## src/design/vis_pkg.sv

```systemverilog
// Purpose: constants and types for the vectored interrupt source block
// Assumes: one 40 MHz system clock, CPU core on the same clock
// Notes: vector addresses and priorities are fixed by the hardware
package vis_pkg;

	// ************************************************************
	// Counts and widths
	// ************************************************************
	localparam int VIS_NUM_MASKABLE = 16;
	localparam int VIS_NUM_EXT = 3;
	localparam int VIS_PRIO_W = 4;
	localparam int VIS_VEC_W = 16;

	// ************************************************************
	// Vector table addresses
	// ************************************************************
	localparam logic [15:0] VIS_VEC_NMI = 16'h0004;
	localparam logic [15:0] VIS_VEC_MASK_BASE = 16'h0004;
	localparam logic [15:0] VIS_VEC_SOFTWARE = 16'h003e;
	localparam logic [15:0] VIS_VEC_NONE = 16'h0000;

	// ************************************************************
	// Maskable source positions, index equals default priority
	// ************************************************************
	localparam int VIS_SRC_WDT_INTERVAL = 0;
	localparam int VIS_SRC_EXT0 = 1;
	localparam int VIS_SRC_WAKEUP = 4;
	localparam int VIS_SRC_T16_CH0 = 5;
	localparam int VIS_SRC_T16_CH1 = 6;
	localparam int VIS_SRC_TIMER_SIX = 7;
	localparam int VIS_SRC_TIMER_EIGHTY = 8;
	localparam int VIS_SRC_TIMER_EIGHTYONE = 9;
	localparam int VIS_SRC_BUS_XFER = 10;
	localparam int VIS_SRC_BUS_RX_ERR = 11;
	localparam int VIS_SRC_CSI_END = 12;
	localparam int VIS_SRC_UART_RX = 13;
	localparam int VIS_SRC_UART_TX = 14;
	localparam int VIS_SRC_ADC_END = 15;

	// ************************************************************
	// Reset values
	// ************************************************************
	localparam logic [15:0] VIS_PEND_RST = 16'h0000;
	localparam logic [1:0] VIS_SYNC_RST = 2'h0;

	// ************************************************************
	// Types
	// ************************************************************
	typedef enum logic [1:0] {
		VIS_EDGE_RISE = 2'b00,
		VIS_EDGE_FALL = 2'b01,
		VIS_EDGE_BOTH = 2'b10,
		VIS_EDGE_OFF = 2'b11
	} vis_edge_t;

	typedef enum logic [1:0] {
		VIS_KIND_NONE = 2'b00,
		VIS_KIND_NMI = 2'b01,
		VIS_KIND_MASKABLE = 2'b10,
		VIS_KIND_SOFTWARE = 2'b11
	} vis_kind_t;

	typedef struct packed {
		logic valid;
		vis_kind_t kind;
		logic [3:0] prio;
		logic [15:0] vector;
	} vis_req_t;

	typedef struct packed {
		logic t16_ch0_compare;
		logic t16_ch1_compare;
		logic t16_ch0_match;
		logic t16_ch1_match;
		logic capture_input_0_edge;
		logic capture_input_1_edge;
	} vis_timer16_t;

endpackage

```

## src/design/vis_edge_detect.sv

```systemverilog
// Purpose: synchronise one pin and flag its selected edge
// Assumes: pin is asynchronous to ref_clk_i
// Notes: output is a one-cycle pulse
module vis_edge_detect
	import vis_pkg::*;
(
	// Clock and reset
	input wire logic ref_clk_i,
	input wire logic rst_i,
	input wire logic clk_en_i,
	// Pin and mode
	input wire logic pin_i,
	input wire vis_edge_t mode_i,
	// Event
	output logic edge_o
);

	logic [1:0] sync_ff;
	logic prev_ff;
	logic [1:0] fill_ff;
	logic primed;
	logic rise;
	logic fall;

	always_ff @(posedge ref_clk_i or posedge rst_i) begin
		if (rst_i) begin
			sync_ff <= VIS_SYNC_RST;
			prev_ff <= 1'b0;
			fill_ff <= VIS_SYNC_RST;
		end else if (clk_en_i) begin
			sync_ff <= {sync_ff[0], pin_i};
			prev_ff <= sync_ff[1];
			if (!primed) begin
				fill_ff <= fill_ff + 2'h1;
			end
		end
	end

	// No edge until prev holds a real pin sample
	assign primed = &fill_ff;
	assign rise = primed & sync_ff[1] & ~prev_ff;
	assign fall = primed & ~sync_ff[1] & prev_ff;
	// Edge selection per pin
	assign edge_o = clk_en_i & (
		(mode_i == VIS_EDGE_RISE & rise) |
		(mode_i == VIS_EDGE_FALL & fall) |
		(mode_i == VIS_EDGE_BOTH & (rise | fall)));

endmodule

```

## src/design/vis_sources.sv

```systemverilog
// Purpose: collect, latch, rank and vector the interrupt sources
// Assumes: peripherals give one-cycle event pulses on ref_clk_i
// Notes: CPU takes a request with ack_i, then the flag clears
// ************************************************************
// Notes on behaviour
// ************************************************************
// Notes on behaviour
// - Eighteen sources: one non-maskable, sixteen maskable, one software.
// - Watchdog overflow in non-maskable mode raises NMI at vector 0004H.
// - Watchdog overflow in interval mode raises maskable priority 0.
// - Pending maskable requests served lowest number first, 0 to 15.
// - External pins 0,1,2 give priorities 1,2,3 at 0006H,0008H,000AH.
// - Each external pin triggers on rising, falling or both edges.
// - Bus receive edge in standby raises wake-up, priority 4, 000CH.
// - Timer16 channel 0: compare match or capture input 1 edge, 000EH.
// - Timer16 channel 1: compare match or capture input 0 edge, 0010H.
// - Timer six match raises priority 7 at 0012H.
// - Timer eighty match raises priority 8 at 0014H.
// - Timer eightyone match raises priority 9 at 0016H.
// - Bus transfer done raises priority 10 at 0018H.
// - Bus rx error 11, serial 12, uart rx 13, tx 14, adc 15.
// - Software break raises software interrupt at 003EH.
module vis_sources
	import vis_pkg::*;
#(
	parameter int NUM_MASKABLE = VIS_NUM_MASKABLE,
	parameter int NUM_EXT = VIS_NUM_EXT
) (
	// Clock and reset
	input wire logic ref_clk_i,
	input wire logic rst_i,
	input wire logic clk_en_i,
	// Watchdog
	input wire logic wdt_overflow_i,
	input wire logic wdt_nmi_mode_i,
	// External pins
	input wire logic [NUM_EXT-1:0] ext_pin_i,
	input wire vis_edge_t [NUM_EXT-1:0] ext_edge_mode_i,
	// Multiplex bus
	input wire logic body_bus_receive_in_i,
	input wire logic standby_rx_i,
	input wire logic bus_xfer_done_i,
	input wire logic bus_rx_error_i,
	// Timers
	input wire vis_timer16_t timer16_i,
	input wire logic timer_six_match_i,
	input wire logic timer_eighty_match_i,
	input wire logic timer_eightyone_match_i,
	// Serial and converter
	input wire logic csi_end_i,
	input wire logic uart_rx_end_i,
	input wire logic uart_tx_end_i,
	input wire logic adc_end_i,
	// CPU side
	input wire logic software_break_i,
	input wire logic global_enable_i,
	input wire logic [NUM_MASKABLE-1:0] mask_i,
	input wire logic ack_i,
	// Request to CPU
	output vis_req_t req_o,
	output logic [NUM_MASKABLE-1:0] pending_o,
	output logic nmi_pending_o
);

	// ************************************************************
	// Event sources
	// ************************************************************
	logic [NUM_EXT-1:0] ext_edge;
	logic [1:0] bus_sync_ff;
	logic bus_prev_ff;
	logic [1:0] bus_fill_ff;
	logic bus_primed;
	logic wake_edge;
	logic [NUM_MASKABLE-1:0] src_evt;
	logic t16_ch0_evt;
	logic t16_ch1_evt;

	genvar gi;
	generate
		for (gi = 0; gi < NUM_EXT; gi++) begin : g_ext
			vis_edge_detect u_edge (
				.ref_clk_i(ref_clk_i),
				.rst_i(rst_i),
				.clk_en_i(clk_en_i),
				.pin_i(ext_pin_i[gi]),
				.mode_i(ext_edge_mode_i[gi]),
				.edge_o(ext_edge[gi])
			);
		end
	endgenerate

	always_ff @(posedge ref_clk_i or posedge rst_i) begin
		if (rst_i) begin
			bus_sync_ff <= VIS_SYNC_RST;
			bus_prev_ff <= 1'b0;
			bus_fill_ff <= VIS_SYNC_RST;
		end else if (clk_en_i) begin
			bus_sync_ff <= {bus_sync_ff[0], body_bus_receive_in_i};
			bus_prev_ff <= bus_sync_ff[1];
			if (!bus_primed) begin
				bus_fill_ff <= bus_fill_ff + 2'h1;
			end
		end
	end

	// No false wake-up from the reset value of prev
	assign bus_primed = &bus_fill_ff;
	assign wake_edge = standby_rx_i & bus_primed
		& (bus_sync_ff[1] ^ bus_prev_ff);

	assign t16_ch0_evt = timer16_i.t16_ch0_compare ?
		timer16_i.t16_ch0_match : timer16_i.capture_input_1_edge;
	assign t16_ch1_evt = timer16_i.t16_ch1_compare ?
		timer16_i.t16_ch1_match : timer16_i.capture_input_0_edge;

	always_comb begin
		src_evt = '0;
		src_evt[VIS_SRC_WDT_INTERVAL] = wdt_overflow_i & ~wdt_nmi_mode_i;
		src_evt[VIS_SRC_EXT0 +: 3] = ext_edge[2:0];
		src_evt[VIS_SRC_WAKEUP] = wake_edge;
		src_evt[VIS_SRC_T16_CH0] = t16_ch0_evt;
		src_evt[VIS_SRC_T16_CH1] = t16_ch1_evt;
		src_evt[VIS_SRC_TIMER_SIX] = timer_six_match_i;
		src_evt[VIS_SRC_TIMER_EIGHTY] = timer_eighty_match_i;
		src_evt[VIS_SRC_TIMER_EIGHTYONE] = timer_eightyone_match_i;
		src_evt[VIS_SRC_BUS_XFER] = bus_xfer_done_i;
		src_evt[VIS_SRC_BUS_RX_ERR] = bus_rx_error_i;
		src_evt[VIS_SRC_CSI_END] = csi_end_i;
		src_evt[VIS_SRC_UART_RX] = uart_rx_end_i;
		src_evt[VIS_SRC_UART_TX] = uart_tx_end_i;
		src_evt[VIS_SRC_ADC_END] = adc_end_i;
	end

	// ************************************************************
	// Request flags
	// ************************************************************
	logic [NUM_MASKABLE-1:0] pend_ff;
	logic [NUM_MASKABLE-1:0] nxt_pend;
	logic nmi_ff;
	logic nxt_nmi;
	logic swi_ff;
	logic nxt_swi;
	vis_req_t req_ff;
	vis_req_t nxt_req;
	logic [NUM_MASKABLE-1:0] eligible;
	logic [NUM_MASKABLE-1:0] win_onehot;
	logic [NUM_MASKABLE-1:0] clr_mask;
	logic [3:0] win_idx;
	logic win_any;
	logic take;

	assign take = ack_i & req_ff.valid;
	assign eligible = pend_ff & ~mask_i & {NUM_MASKABLE{global_enable_i}};
	assign win_onehot = eligible & (~eligible + 1'b1);
	assign win_any = |eligible;

	always_comb begin
		win_idx = '0;
		for (int i = NUM_MASKABLE - 1; i >= 0; i--) begin
			if (eligible[i]) begin
				win_idx = 4'(i);
			end
		end
	end

	// Clear only the flag that was offered and taken
	always_comb begin
		clr_mask = '0;
		if (take && req_ff.kind == VIS_KIND_MASKABLE) begin
			clr_mask[req_ff.prio] = 1'b1;
		end
	end

	// Set wins over clear in the same cycle
	assign nxt_pend = (pend_ff & ~clr_mask) | src_evt;
	assign nxt_nmi = (nmi_ff & ~(take && req_ff.kind == VIS_KIND_NMI))
		| (wdt_overflow_i & wdt_nmi_mode_i);
	assign nxt_swi = (swi_ff & ~(take && req_ff.kind == VIS_KIND_SOFTWARE))
		| software_break_i;

	// ************************************************************
	// Selection and vector
	// ************************************************************
	always_comb begin
		nxt_req = '0;
		nxt_req.kind = VIS_KIND_NONE;
		nxt_req.vector = VIS_VEC_NONE;
		if (nxt_nmi) begin
			nxt_req.valid = 1'b1;
			nxt_req.kind = VIS_KIND_NMI;
			nxt_req.vector = VIS_VEC_NMI;
		end else if (nxt_swi) begin
			nxt_req.valid = 1'b1;
			nxt_req.kind = VIS_KIND_SOFTWARE;
			nxt_req.vector = VIS_VEC_SOFTWARE;
		end else if (win_any && (nxt_pend & win_onehot) != '0) begin
			nxt_req.valid = 1'b1;
			nxt_req.kind = VIS_KIND_MASKABLE;
			nxt_req.prio = win_idx;
			nxt_req.vector = VIS_VEC_MASK_BASE
				+ {11'h000, win_idx, 1'b0};
		end
	end

	always_ff @(posedge ref_clk_i or posedge rst_i) begin
		if (rst_i) begin
			pend_ff <= VIS_PEND_RST;
			nmi_ff <= 1'b0;
			swi_ff <= 1'b0;
			req_ff <= '0;
		end else if (clk_en_i) begin
			pend_ff <= nxt_pend;
			nmi_ff <= nxt_nmi;
			swi_ff <= nxt_swi;
			req_ff <= nxt_req;
		end
	end

	assign req_o = req_ff;
	assign pending_o = pend_ff;
	assign nmi_pending_o = nmi_ff;

endmodule

```

## config.mk

```make
export PLATFORM = sky130hd
export DESIGN_NAME = vis_sources
export DESIGN_NICKNAME = d
export VERILOG_FILES = /design/src/design/vis_pkg.sv /design/src/design/vis_edge_detect.sv /design/src/design/vis_sources.sv
export SDC_FILE = /design/constraint.sdc
export NUM_CORES = 1
export LEC_CHECK = 0
export ABC_AREA = 1
export BUFFER_PORTS_ARGS = -buffer_cell sky130_fd_sc_hd__buf_2
export CORE_MARGIN = 2
export CORE_UTILIZATION = 40
export CTS_CLUSTER_SIZE = 8
export DETAILED_ROUTE_END_ITERATION = 16
export SLEW_MARGIN = 20
export SYNTH_ARGS = -nofsm -noshare
export SYNTH_HDL_FRONTEND = slang
export SYNTH_SLANG_ARGS = --single-unit
```

## constraint.sdc

```tcl
create_clock -name ref_clk_i -period 2.7 [get_ports ref_clk_i]
set_input_delay 0.405 -clock ref_clk_i [delete_from_list [all_inputs] [get_ports ref_clk_i]]
set_output_delay 0.405 -clock ref_clk_i [all_outputs]
set_load 0.02 [all_outputs]
```

==> impl_summary.txt, run 1 <==
----------------------------------------------------
[STA]
  Post-layout min period ... 2.16 ns
  Fmax ... 464 MHz
  Final worst clock skew ... 0.0153 ns
  Setup repair after global routing missed its margin ... no
  Share of the cycle needed by the critical path after routing ... 79.9%
  Actual transition at the worst max-transition pin ... 0.519 ns
  Setup-violating endpoint count in the final report ... 0
  Hold Violations, Final ... 0
  Final total negative setup slack ... 0 ns
  Min setup slack post-route ... 0.543 ns
  Final Max Tran Viols ... 0
  Slew headroom ... 65.4%

[Clock network]
  Clock network latency to the later pin of the worst-skew pair ... 0.32 ns
  Buffer depth of the longest clock path ... 2
  Post-cts hold buffer count ... 0
  Number of H-tree levels ... 2
  Cell at the root of the clock tree ... clkbuf_8
  Number of buffers created by CTS ... 5
  Post-CTS Repair Setup Buffers ... 0
  Sinks on Clock Net ... 50
  Clock transition at the registers of the reported paths ... 0.11 ns
  Clock tree from TritonCTS ... done
  Post-cts sizing count ... 0

[Routing]
  Number of DRC violations after detailed routing ... 0
  Wire length per cell ... 13.4 um
  Routed via count divided by cell count ... 4.86
  Wirelength, routed ... 8420 um
  Number of nets with antenna violations after detailed routing ... 0
  Via count ... 3,060
  Number of iterations in the first detailed-routing pass ... 4
  1st-iter DRT viols ... 170

[Worst setup path]
  FF-to-FF path depth ... 12
  Crit path kind ... flop to flop
  Type of destination of the critical path ... flop
  Slack of the worst reg-to-reg path ... 0.54 ns
  Start of the worst register-to-register path ... req_o[20]$_DFFE_PP0P_
  Required time reported for the critical path endpoint ... 2.91 ns
  Reg2reg end ... req_o[21]$_DFFE_PP0P_
  Highest net fanout along the worst path ... 15
  Worst Setup Start Kind ... flop
  Critical path data arrival time ... 2.36 ns

[Floorplanning]
  Die width ... 94.3 um
  Die outline height ... 94.3 um
  Core Box Area ... 7810 um^2
  Floorplan die area ... 8890 um^2
  Initial Utilization ... 41.7%
  Num rows ... 32
  Number of I/O pins ... 90

[Placement]
  Number of buffers inserted by port buffering ... 78
  Worst setup slack after placement ... 0.321 ns
  Final weighted congestion in routability-driven placement ... 0.932
  Detailed Place HPWL ... 6820 um
  Post-Place Cells ... 621

[Power and ir drop]
  Clock power share ... 22.4%
  Fraction of power consumed by sequential logic ... 45.4%
  Logic pwr share ... 32.2%
  Int Pwr ... 0.00136 W
  PD cells ... 569 nW/um^2
  Switching power total ... 0.000802 W
  Maximum ir drop on the vdd rail ... 0.343 mV
  Switching Fraction ... 37.1%
  Reported leakage power ... 2.04 nW

[Finish]
  Share of cells above drive strength 1 ... 25.2%
  Diode insertion count for antenna repair ... 0
  Commonest non-fill, non-tap cell in the layout ... nand2_1
  Fill cells ... 827
  Post-synthesis to final-layout area growth ... 16.4%
  Leading cell types in the layout, fill and taps excluded ... nand2_1 (123), buf_2 (78), nor2_1 (53)
  Nets ... 581
  Number of cells in the finished layout apart from fillers ... 629

[Synth]
  Main synth FF type ... dfrtp_1
  Synthesized instance count ... 448
  Proportion of register bits with asynchronous set or reset after synthesis ... 100%
  Share of synthesized cell area in full adder, half adder and majority cells ... 1.92%
  Dominant combinational cell family by area after synthesis ... simple AND/OR/NAND/NOR gates
  Synthesis-stage register bit count ... 50
  Simple-gate area share of the yosys netlist ... 35.4%
  Mean instance size in the synthesized netlist ... 7.28 um^2
  EDFF count, synth ... 0
  Area share of xor/xnor cells in the synthesized design ... 1.07%
  Unique masters post-synth ... 38
  Compound-Gate Fraction of Synth Area ... 10.2%
  Synthesized area ... 3260 um^2
  Mux share of post-synthesis cell area ... 1.69%
  Share of the yosys chip area belonging to registers ... 38.4%
  Synth warn ... 0

[Global routing]
  Wire length of the first global-routing pass ... 13,800 um
  Number of global-route vias before repair ... 2,915
  Met3 usage ... 3.61%
  Met2 Use GR ... 32.7%
  Number of antenna violations at the first check in global routing ... 0
  GRT Overall Usage ... 19.8%
  Met1 global-route usage ... 26.8%
  Final global-route overflow total ... 0
  Largest net degree at the start of global routing ... 27
  Most congested layer reported by global routing ... met2

[Hold path]
  Hold Path Class ... input pin to async pin

[Job]
  Total of max-cap violations ... 0

[Status]
  Outcome ... completed

----------------------------------------------------
[worst max-delay path by stage]
stage	from	to	slack [ns]	depth (start not counted)
CTS	req_o[20]$_DFFE_PP0P_	req_o[21]$_DFFE_PP0P_	0.55	12
global placement	global_enable_i	req_o[21]$_DFFE_PP0P_	0.34	14
detailed placement	global_enable_i	req_o[21]$_DFFE_PP0P_	0.32	14
global route	req_o[20]$_DFFE_PP0P_	req_o[21]$_DFFE_PP0P_	0.30	14
finish	req_o[20]$_DFFE_PP0P_	req_o[21]$_DFFE_PP0P_	0.54	12
floorplan	global_enable_i	req_o[4]$_DFFE_PP0P_	0.77	15
[logic make-up after synthesis]
logic type,Yosys count
AOI/OAI and AO/OA,60
DFF,50
and+or+nand+nor,245
other,1
buffers and inverters,78
muxes,5
adders and majority gates,5
xor gates and xnor gates,4
[power groups by stage]
stage | Clock [W] | Combinational, W | Sequential, W
2_1_floorplan | 0 | 0.000467 | 0.00103
3_3_place_gp | 0 | 0.000685 | 0.000992
3_5_place_dp | 0 | 0.000704 | 0.000997
4_1_cts | 0.000497 | 0.000705 | 0.000984
5_1_grt | 0.000526 | 0.000798 | 0.00100
6_report | 0.000483 | 0.000695 | 0.000982
[routing by layer]
| layer | vias up | share of wire (%) |
|---|---|---|
| li1 | 1556 | - |
| met1 | 1396 | 46 |
| met2 | 94 | 46 |
| met3 | 14 | 6.0 |
| met4 | 0 | 1.8 |
| met5 | - | 0 |
[worst max-delay path: stages, from the launching register on]
cell,delay (ns)
dfrtp_1,0.44
inv_2,0.07
nand2_1,0.07
nor2_4,0.30
nand3_1,0.14
a21oi_1,0.18
nor2_1,0.06
nor2_1,0.11
nand2_1,0.07
nor2_2,0.13
nand3_2,0.17
o21ai_2,0.19
o21ai_1,0.09
[synthesized netlist by cell type, drive strengths merged (2+ instances only)]
cell    count  area (um^2)
nand2     131          517
o21bai      2         15.0
xnor2       4         35.0
o21ai      36          188
inv        56          210
a21o        3         22.5
clkbuf      6         22.5
nand4       4         25.0
dfrtp      50         1250
buf        16          133
a31oi       6         37.5
a21oi      12         63.8
mux2        4         45.0
nor2       61          264
ha          5         62.6
nor3        2         15.0
nand3      38          245
nand3b      4         55.1
or2         4         25.0
[state kept, by name (all words and copies together) (netlist names)]
name / cells
bus_sync_ff: 2
g_ext.u_edge.prev_ff: 3
g_ext.u_edge.fill_ff: 6
g_ext.u_edge.sync_ff: 6
nmi_pending_o: 1
req_o: 12
bus_prev_ff: 1
swi_ff: 1
bus_fill_ff: 2
pending_o: 16
[cell type report]
class,count,area (um^2),area share (%)
multi-input combinational,330,1680,44.3
sequential,50,1250,33.0
timing repair buffer,83,428,11.3
inverter,56,210,5.54
tap,102,128,3.36
clock buffer,5,68.8,1.81
clock inverter,3,27.5,0.726
[through the flow]
step	cell area [um^2]	hold slack, ns	total power, W	utilization, %
after detailed placement	3700	0.370	0.00170	47.4
after global placement	3700	0.377	0.00168	47.4
after floorplan	3300	0.442	0.00150	-
final	3790	0.0243	0.00216	48.6
after CTS	3790	0.0249	0.00219	48.6
after global routing	3790	0.0364	0.00233	48.6
Power figures use the tool's default switching activity.
==> run 2, diff against run 1 <==
--- a/config.mk
+++ b/config.mk
@@ -5,12 +5,13 @@
 export SDC_FILE = /design/constraint.sdc
 export NUM_CORES = 1
 export LEC_CHECK = 0
-export ABC_AREA = 1
+export ABC_AREA = 0
 export BUFFER_PORTS_ARGS = -buffer_cell sky130_fd_sc_hd__buf_2
 export CORE_MARGIN = 2
 export CORE_UTILIZATION = 40
 export CTS_CLUSTER_SIZE = 8
 export DETAILED_ROUTE_END_ITERATION = 16
+export PLACE_DENSITY = 0.66
 export SLEW_MARGIN = 20
 export SYNTH_ARGS = -nofsm -noshare
 export SYNTH_HDL_FRONTEND = slang
==> constraint.sdc (replaced) <==
create_clock -name ref_clk_i -period 1.95 [get_ports ref_clk_i]
set_input_delay 0.2925 -clock ref_clk_i [delete_from_list [all_inputs] [get_ports ref_clk_i]]
set_output_delay 0.2925 -clock ref_clk_i [all_outputs]
set_load 0.02 [all_outputs]
==> run 2 against run 1 <==
  * The run now ends with negative setup slack left
  * Clock-buffer cell count increased by 1
  * Critical path depth decreased by 4
  * Synthesized cell count decreased by 26%
  * Largest cell class unchanged
  * Largest power group is now combinational cells
  * Highest routed layer unchanged
==> impl_summary.txt, run 2 <==
----------------------------------------------------
[Floorplanning]
  Die width ... 93.4 um
  Core Box Area ... 7730 um^2
  Floorplan die area ... 8720 um^2
  Num rows ... 32
  Number of I/O pins ... 90
  Die outline height ... 93.4 um
  Initial Utilization ... 41.3%

[Placement]
  Final weighted congestion in routability-driven placement ... 0.950
  Detailed Place HPWL ... 7690 um
  Worst setup slack after placement ... -0.445 ns
  Number of buffers inserted by port buffering ... 78

[Clock network]
  Number of H-tree levels ... 2
  Number of buffers created by CTS ... 5
  Clock transition at the registers of the reported paths ... 0.11 ns
  Clock tree from TritonCTS ... done
  Clock network latency to the later pin of the worst-skew pair ... 0.31 ns
  Sinks on Clock Net ... 50
  Buffer depth of the longest clock path ... 2
  Cell at the root of the clock tree ... clkbuf_8

[Worst setup path]
  Critical path buffer and inverter count ... 1
  Crit path kind ... flop to flop
  Critical path data arrival time ... 2.53 ns
  Type of destination of the critical path ... flop
  Crit path max-delay cell type ... dfrtp_2
  Worst Setup Start Kind ... flop
  Cell class contributing the biggest share of worst-path delay ... compound AO/OA/AOI/OAI gates
  Highest net fanout along the worst path ... 6
  Ordered list of cells on the worst path ... and4bb_2, nand3_4, o311ai_4, a21oi_2, a311o_1, buf_4, nor3_4, o32ai_1
  Required time reported for the critical path endpoint ... 2.15 ns
  Crit-path max cell delay ... 0.46 ns

[Job]
  Total of max-cap violations ... 0

[Power and ir drop]
  Reported leakage power ... 2.04 nW
  Fraction of power consumed by sequential logic ... 38.6%
  Int Pwr ... 0.00229 W
  Maximum ir drop on the vdd rail ... 0.521 mV
  Switching Fraction ... 35.8%
  Logic pwr share ... 43.1%
  Switching power total ... 0.00128 W
  Power, Total ... 0.00357 W
  Clock power share ... 18.3%
  PD cells ... 776 nW/um^2

[Synth]
  Synth warn ... 0
  Proportion of register bits with asynchronous set or reset after synthesis ... 100%
  Synthesized instance count ... 333
  Top cell type by total area after synthesis ... dfrtp_1
  EDFF count, synth ... 0
  Synthesis-stage register bit count ... 50
  Synthesized area ... 3190 um^2
  Main synth FF type ... dfrtp_1
  Top-count cell post-synth ... dfrtp_1
  Ranking of synthesized cells by area ... dfrtp_1 (39%), mux2_2 (6.7%), nand2_1 (4.0%), nand2b_1 (3.9%), nor2b_1 (3.1%)
  Unique masters post-synth ... 70
  Share of the yosys chip area belonging to registers ... 39.2%
  Top post-synthesis cells by count ... dfrtp_1 (50), nand2_1 (34), nand2b_1 (20), mux2_2 (19), o21ai_0 (19)
  Top-area cell type share of the netlist area ... 39.2%
  Mean instance size in the synthesized netlist ... 9.59 um^2

[STA]
  Hold WS ... 0.192 ns
  Share of the cycle needed by the critical path after routing ... 120%
  Setup repair after global routing missed its margin ... yes
  Slew headroom ... 59.4%
  Actual transition at the worst max-transition pin ... 0.594 ns
  Setup-violating endpoint count in the final report ... 11
  Hold Violations, Final ... 0
  Final worst clock skew ... 0.0166 ns
  Post-layout min period ... 2.33 ns
  Fmax ... 429 MHz
  Min setup slack post-route ... -0.381 ns
  Final Max Tran Viols ... 0

[Hold path]
  Hold Path Class ... input pin to flop

[Routing]
  Via count ... 3,231
  1st-iter DRT viols ... 206
  Wire length per cell ... 16.0 um
  Wirelength, routed ... 9840 um
  Number of DRC violations after detailed routing ... 0
  Routed via count divided by cell count ... 5.25
  Number of iterations in the first detailed-routing pass ... 4
  Number of nets with antenna violations after detailed routing ... 0

[Finish]
  Diode insertion count for antenna repair ... 0
  Flip-flop count of the largest register after layout ... 16
  Commonest non-fill, non-tap cell in the layout ... buf_4
  Nets ... 567
  Post-synthesis to final-layout area growth ... 44.1%
  Leading cell types in the layout, fill and taps excluded ... buf_4 (104), buf_2 (78), dfrtp_1 (47)
  Share of cells above drive strength 1 ... 47.0%

[Global routing]
  Largest net degree at the start of global routing ... 32
  Number of global-route vias before repair ... 3,227
  GRT Overall Usage ... 22.9%
  Final global-route overflow total ... 0
  Wire length of the first global-routing pass ... 15,700 um
  Number of antenna violations at the first check in global routing ... 0

[Status]
  Failing checks ... negative setup slack
  Outcome ... complete, but fails checks

----------------------------------------------------
[run 2: cell families (layout without fill, tap and decap cells)]
| family | Yosys count | in the layout | share of synthesized area [%] |
|---|---|---|---|
| simple gates | 135 | 135 | 25.2 |
| compound gates | 80 | 80 | 18.8 |
| flops | 50 | 50 | 39.2 |
| buf+inv | 37 | 207 | 6.42 |
| mux | 19 | 19 | 6.70 |
| xor+xnor | 6 | 6 | 1.65 |
| fa+ha+maj | 5 | 5 | 1.96 |
| other cells | 1 | 11 | 0.117 |
[run 2: repair_timing]
| item | CTS | global route |
|---|---|---|
| endpoints found under the hold margin | 15 | 0 |
| pin swaps | 7 | 4 |
| setup buffers | 5 | 4 |
| setup endpoints to repair | 11 | 11 |
| resized for setup | 5 | 15 |
| hold buffers | 1 | 0 |
[run 2: routing by layer]
metal	track usage [%]	up-vias	routed length, um
li1	-	1555	-
met1	30.1	1547	4190
met2	40.0	116	4920
met3	2.82	13	594
met4	6.00	0	140
met5	0	-	0
[run 2: worst register-to-register path, stage by stage (launching register included)]
cell and delay, ns:
dfrtp_2 0.46, and4bb_2 0.36, nand3_4 0.11, o311ai_4 0.29
a21oi_2 0.12, a311o_1 0.34, buf_4 0.16, nor3_4 0.24
o32ai_1 0.14
[run 2: metrics by stage]
stage	area, um^2	util [%]	setup TNS, ns	instances
floorplan	3230	-	-2.85	343
global placement	4340	56.2	-3.73	597
detailed placement	4340	56.2	-4.14	597
CTS	4500	58.2	-4.50	611
global route	4600	59.6	-5.04	615
finish	4600	59.6	-3.98	615
[run 2: cell type report]
| class | instances | area [um^2] |
|---|---|---|
| timing repair buffer | 185 | 1210 |
| multi-input combinational | 256 | 1870 |
| fill | 718 | 3120 |
| tap | 102 | 128 |
| inverter | 14 | 52.6 |
| clock buffer | 6 | 72.6 |
| clock inverter | 2 | 17.5 |
| sequential | 50 | 1250 |
[run 2: final timing paths]
| check | start | end | slack, ns | cells after the start |
|---|---|---|---|---|
| max | req_o[18]$_DFFE_PP0P_ | req_o[18]$_DFFE_PP0P_ | -0.38 | 8 |
| min | timer_eightyone_match_i | pending_o[9]$_DFFE_PP0P_ | 0.19 | 3 |
| max reg2reg | req_o[18]$_DFFE_PP0P_ | req_o[18]$_DFFE_PP0P_ | -0.38 | 8 |
| min reg2reg | g_ext[1].u_edge.fill_ff[0]$_DFFE_PP0P_ | g_ext[1].u_edge.fill_ff[0]$_DFFE_PP0P_ | 0.50 | 1 |
| max in group asynchronous | rst_i | g_ext[2].u_edge.sync_ff[1]$_DFFE_PP0P_ | 0.90 | 4 |
| min in group asynchronous | rst_i | req_o[5]$_DFFE_PP0P_ | 0.53 | 3 |
[run 2: power by group through the flow]
stage | Combinational, W | Sequential [W] | Clock [W]
6_report | 0.00154 | 0.00138 | 0.000654
5_1_grt | 0.00169 | 0.00141 | 0.000692
4_1_cts | 0.00151 | 0.00138 | 0.000670
3_5_place_dp | 0.00147 | 0.00140 | 0
3_3_place_gp | 0.00144 | 0.00138 | 0
2_1_floorplan | 0.000719 | 0.00149 | 0
==> run 3, diff against run 2 <==
--- a/config.mk
+++ b/config.mk
@@ -5,10 +5,11 @@
 export SDC_FILE = /design/constraint.sdc
 export NUM_CORES = 1
 export LEC_CHECK = 0
-export ABC_AREA = 0
-export BUFFER_PORTS_ARGS = -buffer_cell sky130_fd_sc_hd__buf_2
+export ABC_AREA = 1
+export BUFFER_PORTS_ARGS = -buffer_cell sky130_fd_sc_hd__buf_4
 export CORE_MARGIN = 2
 export CORE_UTILIZATION = 40
+export CTS_CLUSTER_DIAMETER = 60
 export CTS_CLUSTER_SIZE = 8
 export DETAILED_ROUTE_END_ITERATION = 16
 export PLACE_DENSITY = 0.66
==> run 3 against run 2 <==
  * The run now ends clean
  * Setup slack improved by 0.40 ns
  * Design area fell by 4.4%
  * Critical endpoint is now req_o[1]$_DFFE_PP0P_
  * Non-clock buffer count down 64
  * Largest power group is now sequential cells
  * Largest cell class unchanged
  * Critical path depth increased by 4
  * Register-to-register slack improved by 0.40 ns
  * Clock power rose by 16%
==> impl_summary.txt, run 3 (synthesis gave the netlist of run 1 again) <==
----------------------------------------------------
[STA]
  Share of the cycle needed by the critical path after routing ... 99.0%
  Slew headroom ... 65.9%
  Final worst clock skew ... 0.00874 ns
  Setup-violating endpoint count in the final report ... 0
  Actual transition at the worst max-transition pin ... 0.511 ns
  Post-layout min period ... 1.93 ns
  Final Max Tran Viols ... 0
  Setup repair after global routing missed its margin ... yes
  Fmax ... 518 MHz
  Hold Violations, Final ... 0
  Hold WS ... 0.00685 ns

[Finish]
  Share of cells above drive strength 1 ... 33.8%
  Nets ... 619
  Leading cell types in the layout, fill and taps excluded ... nand2_1 (121), buf_4 (119), inv_1 (48), dfrtp_1 (48), nor2_1 (46)
  Commonest non-fill, non-tap cell in the layout ... nand2_1
  Flip-flop count of the largest register after layout ... 16
  Post-synthesis to final-layout area growth ... 35.0%
  Diode insertion count for antenna repair ... 0
  Fill cells ... 774
  Footprint of the multi-input gates ... 1760 um^2
  Storage element area ... 1250 um^2

[Worst setup path]
  Critical path data arrival time ... 2.14 ns
  Required time reported for the critical path endpoint ... 2.16 ns
  Worst Setup Start Kind ... flop
  Type of destination of the critical path ... flop
  Slack of the worst reg-to-reg path ... 0.02 ns
  FF-to-FF path depth ... 12
  Start of the worst register-to-register path ... req_o[16]$_DFFE_PP0P_
  Crit path kind ... flop to flop
  Reg2reg end ... req_o[1]$_DFFE_PP0P_
  Highest net fanout along the worst path ... 6

[Clock network]
  Post-cts hold buffer count ... 0
  Cell at the root of the clock tree ... clkbuf_8
  Buffer depth of the longest clock path ... 2
  Clock transition at the registers of the reported paths ... 0.10 ns
  Number of buffers created by CTS ... 5
  Clock tree from TritonCTS ... done
  Number of H-tree levels ... 2
  Sinks on Clock Net ... 50
  Clock network latency to the later pin of the worst-skew pair ... 0.31 ns

[Floorplanning]
  Die width ... 94.3 um
  Floorplan die area ... 8890 um^2
  Die outline height ... 94.3 um
  Core Box Area ... 7810 um^2
  Number of I/O pins ... 90
  Initial Utilization ... 41.7%
  Num rows ... 32

[Routing]
  Number of DRC violations after detailed routing ... 0
  Wire length per cell ... 13.3 um
  Number of iterations in the first detailed-routing pass ... 4
  1st-iter DRT viols ... 84
  Wirelength, routed ... 8840 um
  Routed via count divided by cell count ... 4.84
  Number of nets with antenna violations after detailed routing ... 0
  Via count ... 3,231

[Job]
  Total of max-cap violations ... 0

[Power and ir drop]
  Power, Total ... 0.00328 W
  Switching power total ... 0.00112 W
  Int Pwr ... 0.00216 W
  PD cells ... 745 nW/um^2
  Maximum ir drop on the vdd rail ... 0.491 mV
  Reported leakage power ... 2.31 nW
  Clock power share ... 23.1%
  Switching Fraction ... 34.2%
  Logic pwr share ... 35.6%
  Fraction of power consumed by sequential logic ... 41.3%

[Global routing]
  Wire length of the first global-routing pass ... 14,100 um
  Number of antenna violations at the first check in global routing ... 0
  Largest net degree at the start of global routing ... 30
  Number of global-route vias before repair ... 3,060
  GRT Overall Usage ... 20.4%
  Final global-route overflow total ... 0

[Placement]
  Number of buffers inserted by port buffering ... 78
  Final weighted congestion in routability-driven placement ... 0.907
  Detailed Place HPWL ... 7040 um

[Status]
  Outcome ... completed

[Hold path]
  Hold Path Class ... input pin to async pin

----------------------------------------------------
## run 3: layout make-up
type / instances / area share, %
clock buffer: 6 / 1.65
clock inverter: 2 / 0.853
multi-input combinational: 330 / 40.1
tap: 102 / 2.90
inverter: 56 / 4.78
timing repair buffer: 121 / 21.2
sequential: 50 / 28.5
## run 3: metal layers
metal  routed length [um]  GRT usage (%)  share of wire [%]  vias up
li1                     -              -                  -     1635
met1                 3900           26.3                 44     1498
met2                 4310           35.1                 49       86
met3                  495           3.69                5.6       12
met4                  132           5.80                1.5        0
met5                    0              0                  0        -
## run 3: stage by stage
step / instance area [um^2] / setup WS, ns / util, % / TNS (ns) / instances
detailed placement: 4160 / -0.110 / 53.3 / -0.534 / 653
global placement: 4160 / -0.0961 / 53.3 / -0.380 / 653
global route: 4400 / -0.147 / 56.3 / -0.792 / 667
CTS: 4330 / -0.000228 / 55.5 / -0.000228 / 664
floorplan: 3300 / 0.117 / - / 0 / 458
finish: 4400 / 0.0196 / 56.3 / 0 / 667
## run 3: what timing repair did
action,CTS,global route
pin swaps,8,6
setup endpoints to repair,8,10
gates resized for setup,9,20
buffers inserted,3,3
## run 3: power groups by stage
stage / registers, W / clock network [W] / logic [W]
finish: 0.00135 / 0.000757 / 0.00117
floorplan: 0.00143 / 0 / 0.000647
CTS: 0.00135 / 0.000765 / 0.00116
global route: 0.00137 / 0.000801 / 0.00131
global placement: 0.00136 / 0 / 0.00109
detailed placement: 0.00137 / 0 / 0.00113
## run 3: critical path: stages (launching register included)
cell     delay, ns
dfrtp_1       0.47
inv_1         0.11
nor2_2        0.19
nand3_1       0.14
a21o_1        0.20
nand3_1       0.07
nand2_1       0.07
nor2_2        0.16
nand3_4       0.14
nand3_2       0.12
nand2_1       0.05
nand2_1       0.05
nand2_1       0.05
## run 3: worst max-delay path by stage
stage                     startpoint               endpoint  slack [ns]  depth (start not counted)
6_report       req_o[16]$_DFFE_PP0P_   req_o[1]$_DFFE_PP0P_        0.02                         12
5_1_grt        req_o[20]$_DFFE_PP0P_   req_o[1]$_DFFE_PP0P_       -0.15                         15
4_1_cts        req_o[16]$_DFFE_PP0P_  req_o[21]$_DFFE_PP0P_     -0.0002                         10
3_5_place_dp         global_enable_i   req_o[4]$_DFFE_PP0P_       -0.11                         14
3_3_place_gp         global_enable_i   req_o[4]$_DFFE_PP0P_        -0.1                         14
2_1_floorplan  req_o[22]$_DFFE_PP0P_  req_o[21]$_DFFE_PP0P_        0.12                         11
